File: src/ieg_params.svh
// constants for the interrupt enable gating stage
// assumes inclusion by the package and the design modules by bare name
//
// Notes on behaviour
// - while the global enable is 0 no source reaches the core whatever its own enable holds.
// - a flag raised while the global enable is 0 stays pending and is presented once it is 1 again.
// - with the global enable at 1 a source requests only if its own enable bit is set too.
// - every flag that can interrupt can also be set to 1 by a software write.
// - an enabled interrupt is raised whenever its flag is 1, whether hardware or software set it.
// - main enable bit 6 gates the adc flag, bit 5 brown-out, bit 4 serial port 0 tx or rx.
// - main enable bit 3 gates timer 1, bit 2 external 1, bit 1 timer 0, bit 0 external 0.
// - ext a bit 7 gates timer 2, bit 6 spi (done, overrun or mode fault), bit 5 brake, bit 4 watchdog.
// - ext a bit 3 gates pwm, bit 2 any capture flag, bit 1 any pin flag, bit 0 i2c status or timeout.
// - ext b bit 2 gates wake timer, bit 1 timer 3, bit 0 serial port 1; bits 7 to 3 unused.
// - the ext a enable register resets to all zeros.
`ifndef IEG_PARAMS_SVH
`define IEG_PARAMS_SVH

// ****************************************
// register map (word index; the byte address on the bus is four times the index)
// ****************************************
`define IEG_IDX_EXT_A 8'h9b
`define IEG_IDX_EXT_B 8'h9c
`define IEG_IDX_MAIN 8'ha8
`define IEG_IDX_FLAG_LO 8'hb0
`define IEG_IDX_FLAG_HI 8'hb4
`define IEG_IDX_REQ 8'hb8

// ****************************************
// reset values and field layout
// ****************************************
`define IEG_RST_EXT_A 8'h00
`define IEG_RST_EXT_B 8'h00
`define IEG_RST_MAIN 8'h00
`define IEG_EXT_B_MASK 8'h07
`define IEG_GLOBAL_BIT 7
`define IEG_NUM_SRC 18
`define IEG_NUM_FLAGS 30

`endif

File: src/ieg_pkg.sv
// types shared by the interrupt enable gating stage
// assumes ieg_params.svh is on the include path
package ieg_pkg;
`include "ieg_params.svh"
    typedef logic [`IEG_NUM_SRC-1:0] ieg_src_t;
    typedef logic [`IEG_NUM_FLAGS-1:0] ieg_flags_t;
    typedef enum logic [1:0] {IEG_ST_ADDR, IEG_ST_WRITE, IEG_ST_READ} ieg_phase_e;
endpackage

File: src/ieg_gate_if.sv
// carrier between the register front end and the gating core
// assumes both ends run on one clock
`timescale 1ns/1ps
`default_nettype none
interface ieg_gate_if;
    logic [7:0] enable_main;
    logic [7:0] enable_ext_a;
    logic [7:0] enable_ext_b;
    ieg_pkg::ieg_flags_t flags;
    ieg_pkg::ieg_src_t request;
    logic any_request;
    modport core (input enable_main, input enable_ext_a, input enable_ext_b, input flags,
        output request, output any_request);
    modport regs (output enable_main, output enable_ext_a, output enable_ext_b, output flags,
        input request, input any_request);
endinterface
`default_nettype wire

File: src/ieg_gate_core.sv
// gating core: flags are grouped per source and masked by individual and global enables
// assumes flags and enables are registered in the front end
`timescale 1ns/1ps
`default_nettype none
`include "ieg_params.svh"
module ieg_gate_core (
    ieg_gate_if.core gate
);
    // ****************************************
    // flag grouping into sources
    // ****************************************
    // flag order: 0 ext0, 1 timer0, 2 ext1, 3 timer1, 4 uart0 tx, 5 uart0 rx, 6 brownout,
    // 7 adc, 8 i2c status, 9 i2c timeout, 10 pin change, 11 pwm, 12-14 capture, 15 watchdog,
    // 16 brake, 17 spi done, 18 spi overrun, 19 spi mode fault, 20 timer2, 21 uart1 tx,
    // 22 uart1 rx, 23 timer3, 24 wake timer, 25-29 spare
    wire [`IEG_NUM_FLAGS-1:0] f = gate.flags;
    wire [`IEG_NUM_SRC-1:0] src_pending;
    wire [`IEG_NUM_SRC-1:0] src_enable;
    assign src_pending = {f[24], f[23], f[21] | f[22],
        f[20], f[17] | f[18] | f[19], f[16], f[15], f[11], |f[14:12], f[10], f[8] | f[9],
        f[7], f[6], f[4] | f[5], f[3], f[2], f[1], f[0]} ;
    // source index equals enable bit position: main 0..6, ext a 7..14, ext b 15..17
    assign src_enable = {gate.enable_ext_b[2:0], gate.enable_ext_a[7:0],
        gate.enable_main[6:0]};
    // flags stay set in the front end, so a masked source simply waits here
    wire global_on = gate.enable_main[`IEG_GLOBAL_BIT];
    assign gate.request = global_on ? (src_pending & src_enable) : '0;
    assign gate.any_request = |gate.request;
endmodule
`default_nettype wire

File: src/ieg_top.sv
// ahb-lite register front end for the interrupt enable gating stage
// assumes a single ahb-lite master; peripherals give one-cycle set pulses for their flags
//
// The AHB-Lite interface to the registers is this design's own decision.
`timescale 1ns/1ps
`default_nettype none
`include "ieg_params.svh"
module ieg_top #(
    parameter int NUM_FLAGS = `IEG_NUM_FLAGS
) (
    input wire logic CLK_I,
    input wire logic SYS_RST_I,
    input wire logic HSEL_I,
    input wire logic [31:0] HADDR_I,
    input wire logic [1:0] HTRANS_I,
    input wire logic HWRITE_I,
    input wire logic [2:0] HSIZE_I,
    input wire logic [31:0] HWDATA_I,
    input wire logic HREADY_I,
    output logic [31:0] HRDATA_O,
    output logic HREADYOUT_O,
    output logic HRESP_O,
    input wire logic [NUM_FLAGS-1:0] FLAG_SET_I,
    input wire logic [NUM_FLAGS-1:0] FLAG_CLR_I,
    output logic [`IEG_NUM_SRC-1:0] IRQ_REQ_O,
    output logic IRQ_ANY_O
);
    // ****************************************
    // state
    // ****************************************
    ieg_gate_if gate ();
    logic [7:0] enable_main;
    logic [7:0] enable_ext_a;
    logic [7:0] enable_ext_b;
    logic [NUM_FLAGS-1:0] flags;
    logic [7:0] wr_addr;
    ieg_pkg::ieg_phase_e phase;
    logic [31:0] rdata;

    // ****************************************
    // ahb address phase decode
    // ****************************************
    wire take = HSEL_I & HREADY_I & HTRANS_I[1];
    // registers sit one to an aligned word, so the index is the word address
    wire [7:0] a_addr = HADDR_I[9:2];
    wire hit_high = (HADDR_I[31:10] == 22'h000000) & (HADDR_I[1:0] == 2'b00);

    function automatic logic [31:0] read_mux(input logic [7:0] addr, input logic ok);
        logic [31:0] v;
        v = 32'h00000000;
        if (ok) begin
            case (addr)
                `IEG_IDX_MAIN: v = {24'h000000, enable_main};
                `IEG_IDX_EXT_A: v = {24'h000000, enable_ext_a};
                `IEG_IDX_EXT_B: v = {24'h000000, enable_ext_b & `IEG_EXT_B_MASK};
                `IEG_IDX_FLAG_LO: v = 32'(flags);
                `IEG_IDX_REQ: v = 32'(gate.request);
                default: v = 32'h00000000;
            endcase
        end
        return v;
    endfunction

    // ****************************************
    // data phase: write in the cycle after the address phase, zero wait states
    // ****************************************
    always_ff @(posedge CLK_I) begin
        if (SYS_RST_I) begin
            phase <= ieg_pkg::IEG_ST_ADDR;
            wr_addr <= 8'h00;
            rdata <= 32'h00000000;
        end else begin
            wr_addr <= a_addr;
            rdata <= read_mux(a_addr, hit_high);
            // writes outside the map must not alias onto the low registers
            case ({take & hit_high, HWRITE_I})
                2'b11: phase <= ieg_pkg::IEG_ST_WRITE;
                2'b10: phase <= ieg_pkg::IEG_ST_READ;
                default: phase <= ieg_pkg::IEG_ST_ADDR;
            endcase
        end
    end

    wire wr_now = (phase == ieg_pkg::IEG_ST_WRITE);
    wire [7:0] wbyte = HWDATA_I[7:0];
    wire wr_main = wr_now & (wr_addr == `IEG_IDX_MAIN);
    wire wr_ext_a = wr_now & (wr_addr == `IEG_IDX_EXT_A);
    wire wr_ext_b = wr_now & (wr_addr == `IEG_IDX_EXT_B);
    wire wr_flag = wr_now & (wr_addr == `IEG_IDX_FLAG_LO);

    always_ff @(posedge CLK_I) begin
        if (SYS_RST_I) begin
            enable_main <= `IEG_RST_MAIN;
            enable_ext_a <= `IEG_RST_EXT_A;
            enable_ext_b <= `IEG_RST_EXT_B;
        end else begin
            if (wr_main) begin
                enable_main <= wbyte;
            end
            if (wr_ext_a) begin
                enable_ext_a <= wbyte;
            end
            if (wr_ext_b) begin
                enable_ext_b <= wbyte & `IEG_EXT_B_MASK;
            end
        end
    end

    // ****************************************
    // flags: software writes the whole vector; hardware set beats any clear
    // ****************************************
    // software write 1 sets and write 0 clears, so a self-triggered interrupt is one store
    wire [NUM_FLAGS-1:0] sw_val = NUM_FLAGS'(HWDATA_I);
    wire [NUM_FLAGS-1:0] next_flags = wr_flag
        ? (sw_val | FLAG_SET_I)
        : ((flags & ~FLAG_CLR_I) | FLAG_SET_I);

    always_ff @(posedge CLK_I) begin
        if (SYS_RST_I) begin
            flags <= '0;
        end else begin
            flags <= next_flags;
        end
    end

    // ****************************************
    // core and outputs
    // ****************************************
    assign gate.enable_main = enable_main;
    assign gate.enable_ext_a = enable_ext_a;
    assign gate.enable_ext_b = enable_ext_b;
    assign gate.flags = `IEG_NUM_FLAGS'(flags);

    ieg_gate_core u_core (
        .gate(gate)
    );

    assign IRQ_REQ_O = gate.request;
    assign IRQ_ANY_O = gate.any_request;
    assign HRDATA_O = rdata;
    assign HREADYOUT_O = 1'b1;
    assign HRESP_O = 1'b0;
endmodule
`default_nettype wire

File: config.mk
export PLATFORM = sky130hd
export DESIGN_NAME = ieg_top
export DESIGN_NICKNAME = d
export VERILOG_FILES = /design/src/ieg_pkg.sv /design/src/ieg_gate_if.sv /design/src/ieg_gate_core.sv /design/src/ieg_top.sv
export VERILOG_INCLUDE_DIRS = /design/src
export SDC_FILE = /design/constraint.sdc
export NUM_CORES = 1
export LEC_CHECK = 0
export ABC_CLOCK_PERIOD_IN_PS = 3100
export BUFFER_PORTS_ARGS = -buffer_cell sky130_fd_sc_hd__buf_2
export CAP_MARGIN = 20
export CORE_MARGIN = 1.5
export CORE_UTILIZATION = 40
export CTS_BUF_LIST = sky130_fd_sc_hd__clkbuf_2
export DETAILED_ROUTE_END_ITERATION = 10
export HOLD_SLACK_MARGIN = 0.03
export PLACE_DENSITY = 0.71
export SETUP_SLACK_MARGIN = 0.1
export SKIP_LAST_GASP = 1
export SLEW_MARGIN = 30
export SYNTH_ARGS = -nofsm -noshare
export SYNTH_HDL_FRONTEND = slang
export SYNTH_HIERARCHICAL = 1
export SYNTH_SLANG_ARGS = --single-unit
File: constraint.sdc
create_clock -name CLK_I -period 3.1 [get_ports CLK_I]
set_input_delay 0.465 -clock CLK_I [delete_from_list [all_inputs] [get_ports CLK_I]]
set_output_delay 0.465 -clock CLK_I [all_outputs]
set_load 0.03 [all_outputs]
==> results of run 1 <==
==> path summary, 6_finish.rpt <==
path                                endpoint  slack, ns  cells past startpoint
worst max-delay path               IRQ_ANY_O       0.70                      5
worst min-delay path                phase[1]       0.09                      2
worst max register to register     flags[16]       1.00                      5
worst min register to register  HRDATA_O[27]       0.48                      1
==> state kept, by name (all words and copies together) (netlist names) <==
signal,cells
HRDATA_O,30
flags,30
enable_ext_a,8
enable_main,8
wr_addr,8
enable_ext_b,3
phase,2
==> cells by family (layout without fill, tap and decap cells) <==
family	Yosys count	in the layout	synth area share
AND/OR/NAND/NOR	240	240	0.343
flip-flops	89	89	0.450
multiplexers	37	37	0.0957
AO/OA/AOI/OAI	31	31	0.0726
buffers and inverters	30	199	0.0370
other	2	4	0.00190
==> Yosys cell counts (all sizes together) (4+ instances only) <==
master / n
nor3: 101
dfxtp: 89
nor2b: 40
nor2: 36
mux2i: 30
clkbuf: 19
and3: 13
and2: 12
buf: 9
mux2: 7
a22o: 6
nor4: 6
nand2: 5
a32oi: 4
nand3: 4
==> worst max-delay path, delay by kind of cell (launching register included) <==
| kind | cells | cell delay [ns] |
|---|---|---|
| buffers and inverters | 1 | 0.19 |
| AO/OA/AOI/OAI | 2 | 0.57 |
| flip-flops | 1 | 0.40 |
| AND/OR/NAND/NOR | 2 | 0.25 |
==> cell type report <==
cell class,count,area (µm²),share of cell area
flip-flops and latches,89,1780,0.353
well taps,133,166,0.0330
inverters,2,7.51,0.00149
multi-input cells,312,2040,0.405
repair buffers,181,931,0.185
clock inverters,6,67.6,0.0134
clock buffers,10,50.0,0.00992
==> layout by cell type, fill, tap and decap left out, drive strengths merged, types with 4 or more instances in the layout <==
cell type	n
buf	181
nor3	101
dfxtp	89
nor2b	40
nor2	36
mux2i	30
and3	13
and2	12
clkbuf	10
mux2	7
a22o	6
nor4	6
nand2	5
nand3	4
a32oi	4
conb	4
==> power by group <==
| part | switching, mW | leakage (nW) | internal, mW |
|---|---|---|---|
| Combinational | 0.0930 | 1.55 | 0.108 |
| Sequential | 0.0267 | 0.728 | 1.18 |
| Clock | 0.402 | 0.0685 | 0.192 |
| Total | 0.521 | 2.34 | 1.48 |
==> routing by layer <==
| metal | GRT usage | up-vias |
|---|---|---|
| li1 | - | 1885 |
| met1 | 0.267 | 1790 |
| met2 | 0.377 | 108 |
| met3 | 0.0332 | 9 |
| met4 | 0.0580 | 0 |
| met5 | 0 | - |
==> results.txt, run 1 <==
----------------------------------------------------
[STA]
  RSZ-0062 raised after global routing ... false
  Setup skew after layout ... around 0.039 ns
  Headroom to the max-slew limit ... 0.467
  Post-layout min period ... about 2.4 ns
  Number of failing hold endpoints at the final stage ... 0
  Number of max-slew violations in the final report ... 0
  Final setup slack of the worst path ... just over 0.7 ns
  Total negative setup slack ... 0 ns
  Final cycle utilization of the critical path ... 0.773
  Slew at the pin with the worst max-slew slack ... between 0.7 and 0.8 ns
  Max Clock Freq ... between 400 and 500 MHz
  Number of setup violations in the final report ... 0
  Final hold slack ... between 0.08 and 0.09 ns

[Status]
  Outcome ... complete, no violations

[Floorplanning]
  Top-level I/O count ... 187
  Core region area ... roughly 0.0097 mm²
  DIE WIDTH ... 103 µm
  Die Ht ... around 100 µm
  Overall die area ... approximately 0.011 mm²
  Number of placement rows ... 36
  Initial Utilization ... 0.409

[Yosys]
  Leading post-synthesis cells by cell area ... sky130_fd_sc_hd__dfxtp_1 (45%), sky130_fd_sc_hd__nor3_1 (13%), sky130_fd_sc_hd__mux2i_1 (7.6%)
  Synth Flop Type ... sky130_fd_sc_hd__dfxtp_1
  Area share of the leading cell type in the synthesized netlist ... 0.450
  Number of storage elements in the synthesis netlist ... between 80 and 90
  Yosys cell types ... 50
  Syn_area_per_cell ... 9.23 µm²
  Proportion of synthesized chip area in sequential cells ... 0.450
  Synth Instances ... 429
  Synth Cell Area ... between 0.003 and 0.004 mm²
  Cell type with the largest total area after synthesis ... sky130_fd_sc_hd__dfxtp_1
  EDFF count, synth ... 0
  Fraction of synthesis flops using an asynchronous set or reset pin ... 0
  Total of warnings raised by yosys ... 6

[Pwr]
  PwrDens ... 396 mW/mm²
  VDD IR-drop max ... ~230 µV
  Leak pwr ... ~2.3 nW
  Overall power ... approximately 2 mW

[Clock network]
  Total number of H-tree levels ... 3
  Number of sinks handled by clock tree synthesis ... 89
  Clock edge transition at the registers on the reported setup and hold paths ... ~0.23 ns
  Setup bufs post-CTS ... 0
  CTS buffer count ... 9
  Hold_buf cts ... 0
  Count of instances resized after the clock tree is built ... 0
  CTS tree ... done
  Clk Latency, worst-skew pair ... approximately 0.54 ns
  Cell at the root of the clock tree ... sky130_fd_sc_hd__clkbuf_2
  Number of buffers on the longest clock path ... 2

[Route]
  Met3 wire len ... around 520 µm
  Via count ... 3,792
  Detailed-route wire length on metal 1 ... 5090 µm
  Total met2 wirelength after detailed routing ... around 5600 µm
  Number of search-and-repair iterations in the first detailed-routing pass ... 4
  Post-route antenna net violation count ... 0
  DR DRC count ... 0
  Via density per instance ... between 5 and 6
  Post-detailed-routing wire length ... roughly 11,000 µm
  Number of DRC violations after detailed-routing iteration 0 ... between 100 and 150
  Uppermost signal routing layer after detailed routing ... met4
  Routed wire per std cell ... between 15 and 20 µm

[Global route]
  Number of antenna violations at the first check in global routing ... 0
  Total global routing overflow ... 0
  Wire length of the first global-routing pass ... between 15,000 and 20,000 µm
  Via count of the first global-routing pass ... between 3k and 4k
  GRT Util Overall ... 0.212
  Pin count of the biggest net entering global routing ... a little under 60

[Placement]
  Detail Placement HPWL ... slightly below 9000 µm
  Worst setup slack after placement ... ~0.71 ns
  Count of input and output buffers ... ~180
  Total instance count after detailed placement ... between 700 and 800
  Standard cell area after detailed placement ... about 0.0049 mm²
  Final estimated routing congestion in global placement ... slightly below 0.9

[Final layout]
  Antenna diode instance count ... 0
  Area growth from synthesis to layout ... 27.4%
  Count of placed standard cells in the final layout, fillers left out ... ~730
  Final design area excluding fillers ... around 0.0050 mm²
  Share of post-route cells with drive strength above 1 ... 0.360
  Number of nets in the layout ... around 730
  Final core utilization ... 0.521
  Count of filler cells inserted in the layout ... roughly 970

[Worst setup path]
  Critical path startpoint category ... flop
  Critical path's slowest cell ... sky130_fd_sc_hd__dfxtp_1
  Launch instance of the worst register-to-register path ... wr_addr[1]
  Critical Path Sink Type ... primary output
  Critical Path RT ... roughly 2.6 ns
  Peak per-stage delay on the critical path ... around 0.40 ns
  CP Class ... reg2out
  Critical Path Start ... flags[13]
  Max FO, Critical Path ... 3
  CP Data Arrival Time ... between 1.5 and 2 ns
  List of cells traversed by the critical path ... o311a_4 > nor3_2 > a41o_1 > nand3_1 > buf_2

[Worst hold path]
  Hold Startpoint ... HWRITE_I
  Min-delay worst type ... in2reg

[Run]
  Max-cap violation count ... 0

----------------------------------------------------
(Power assumes the default switching activity.)
==> run 2, diff against run 1 <==
--- a/config.mk
+++ b/config.mk
@@ -6,7 +6,7 @@
 export SDC_FILE = /design/constraint.sdc
 export NUM_CORES = 1
 export LEC_CHECK = 0
-export ABC_CLOCK_PERIOD_IN_PS = 3100
+export ABC_CLOCK_PERIOD_IN_PS = 2280
 export BUFFER_PORTS_ARGS = -buffer_cell sky130_fd_sc_hd__buf_2
 export CAP_MARGIN = 20
 export CORE_MARGIN = 1.5
==> constraint.sdc (replaced) <==
create_clock -name CLK_I -period 2.28 [get_ports CLK_I]
set_input_delay 0.342 -clock CLK_I [delete_from_list [all_inputs] [get_ports CLK_I]]
set_output_delay 0.342 -clock CLK_I [all_outputs]
set_load 0.03 [all_outputs]
==> run 2 against run 1 <==
  * Combinational power increased by 57%
  * Worst setup slack worse by 0.60 ns
  * Global-route usage increased by 0.38 points
  * Sequential share of layout area shrank 2.6 points
  * Largest power group unchanged
  * Sequential power grew 36%
  * Final cell count rose by 5.9%
  * Cell area is 8.2% higher
==> results.txt, run 2 (synthesis results as in run 1) <==
----------------------------------------------------
[Status]
  Outcome ... complete, no violations

[Route]
  Post-detailed-routing wire length ... 11,700 µm
  Post-route antenna net violation count ... 0
  Via density per instance ... between 5 and 6
  Routed wire per std cell ... around 15 µm
  Number of search-and-repair iterations in the first detailed-routing pass ... 4
  Number of DRC violations after detailed-routing iteration 0 ... 153
  DR DRC count ... 0
  Via count ... ~4k

[Global route]
  GRT Util Overall ... 0.216
  Pin count of the biggest net entering global routing ... 58
  Wire length of the first global-routing pass ... around 17,000 µm
  GR met2 Demand/Resource ... 0.382
  Via count of the first global-routing pass ... approximately 3.7k
  Met3 layer usage reported by global route ... 0.0380
  Number of antenna violations at the first check in global routing ... 0
  Total global routing overflow ... 0
  Busiest metal layer after global routing ... met2
  Grt met1 use ... 0.269

[Final layout]
  Most frequent cells in the layout ... sky130_fd_sc_hd__buf_2 (175), sky130_fd_sc_hd__nor3_1 (98), sky130_fd_sc_hd__dfxtp_1 (84)
  Leading cell type in the layout, fill and taps excluded ... sky130_fd_sc_hd__buf_2
  Share of post-route cells with drive strength above 1 ... 0.367
  Antenna diode instance count ... 0
  Area growth from synthesis to layout ... 37.8%
  Final design area excluding fillers ... 0.00546 mm²
  Number of nets in the layout ... between 700 and 800
  Count of filler cells inserted in the layout ... between 900 and 1k

[Worst setup path]
  CP Class ... reg2out
  Peak per-stage delay on the critical path ... around 0.40 ns
  Critical Path Sink Type ... primary output
  CP Data Arrival Time ... about 1.8 ns
  Critical path's slowest cell ... sky130_fd_sc_hd__dfxtp_1
  Critical Path RT ... 1.94 ns
  Max FO, Critical Path ... 4
  Critical path startpoint category ... flop
  Worst path buffer plus inverter count ... 1
  Worst path top cell family by delay ... compound AO/OA/AOI/OAI gates
  List of cells traversed by the critical path ... a22o_1 > a221oi_2 > a41o_1 > nand3_2 > buf_6

[Pwr]
  Overall power ... 2.68 mW
  PwrDens ... about 490 mW/mm²
  VDD IR-drop max ... around 250 µV
  Leak pwr ... between 2 and 3 nW

[STA]
  Slew at the pin with the worst max-slew slack ... 0.634 ns
  Setup skew after layout ... ~0.032 ns
  Final cycle utilization of the critical path ... 0.954
  Max Clock Freq ... 460 MHz
  RSZ-0062 raised after global routing ... true
  Number of max-slew violations in the final report ... 0
  Number of failing hold endpoints at the final stage ... 0
  Headroom to the max-slew limit ... 0.577
  Post-layout min period ... about 2.2 ns
  Final setup slack of the worst path ... between 0.1 and 0.15 ns
  Number of setup violations in the final report ... 0

[Floorplanning]
  Overall die area ... around 0.011 mm²
  Initial Utilization ... 0.409
  Number of placement rows ... 36
  Top-level I/O count ... approximately 190
  Core region area ... between 0.009 and 0.01 mm²
  Die Ht ... about 100 µm
  DIE WIDTH ... a little over 100 µm

[Clock network]
  Number of sinks handled by clock tree synthesis ... around 90
  Number of buffers on the longest clock path ... 2
  CTS tree ... done
  Cell at the root of the clock tree ... sky130_fd_sc_hd__clkbuf_2
  CTS buffer count ... 9
  Clk Latency, worst-skew pair ... 0.54 ns
  Clock edge transition at the registers on the reported setup and hold paths ... approximately 0.25 ns
  Total number of H-tree levels ... 3

[Placement]
  Standard cell area after detailed placement ... 0.00497 mm²
  Count of input and output buffers ... between 150 and 200
  Final estimated routing congestion in global placement ... between 0.9 and 1
  Worst setup slack after placement ... approximately 0.33 ns
  Detail Placement HPWL ... 8710 µm

[Worst hold path]
  Min-delay worst type ... in2reg

[Run]
  Max-cap violation count ... 0

----------------------------------------------------
## run 2: worst paths after layout
kind	from	to	slack, ns	cells past startpoint
worst min-delay path	HWDATA_I[5]	enable_ext_a[5]	0.06	3
worst max-delay path	flags[23]	IRQ_ANY_O	0.10	5
worst max register to register	wr_addr[1]	flags[13]	0.25	6
worst min register to register	flags[27]	HRDATA_O[27]	0.48	1
## run 2: tightest hold or removal path, delay by kind of cell
kind	cells	cell delay, ns
simple gates	1	0.07
mux	1	0.07
buf+inv	1	0.11
## run 2: power by group
group / switching [mW] / internal, mW / total (mW)
clock: 0.564 / 0.163 / 0.727
combinational: 0.136 / 0.179 / 0.316
sequential: 0.0376 / 1.60 / 1.64
total: 0.738 / 1.95 / 2.68
## run 2: cell type report
class,instances,area (µm²),area share
Multi-Input combinational cell,312,2070,0.379
Sequential cell,89,1790,0.328
Timing Repair Buffer,224,1330,0.243
Tap cell,133,166,0.0305
Clock inverter,6,51.3,0.00940
Clock buffer,10,50.0,0.00917
Inverter,2,7.51,0.00138
## run 2: what timing repair did
item / CTS / global route
endpoints found under the hold margin: 22 / 4
gates resized for setup: 10 / 1
endpoints found under the setup margin: 6 / 5
hold buffers: 26 / 6
pin swaps: 2 / 0
buffers inserted: 3 / 0
## run 2: routing by layer
layer	share of wire	vias to the layer above	routed length, µm
met5	0	-	0
met4	0.011	0	123
met3	0.064	12	750
met2	0.49	156	5780
met1	0.43	1865	5060
li1	-	1968	-
## run 2: per-stage QoR
stage | utilization | std cells | hold WS (ns) | TNS [ns]
global placement | 0.514 | 725 | 0.429 | 0
global route | 0.564 | 776 | 0.0318 | -0.000928
finish | 0.564 | 776 | 0.0645 | 0
detailed placement | 0.514 | 725 | 0.435 | 0
floorplan | - | 431 | 0.421 | 0
CTS | 0.557 | 770 | 0.0301 | 0
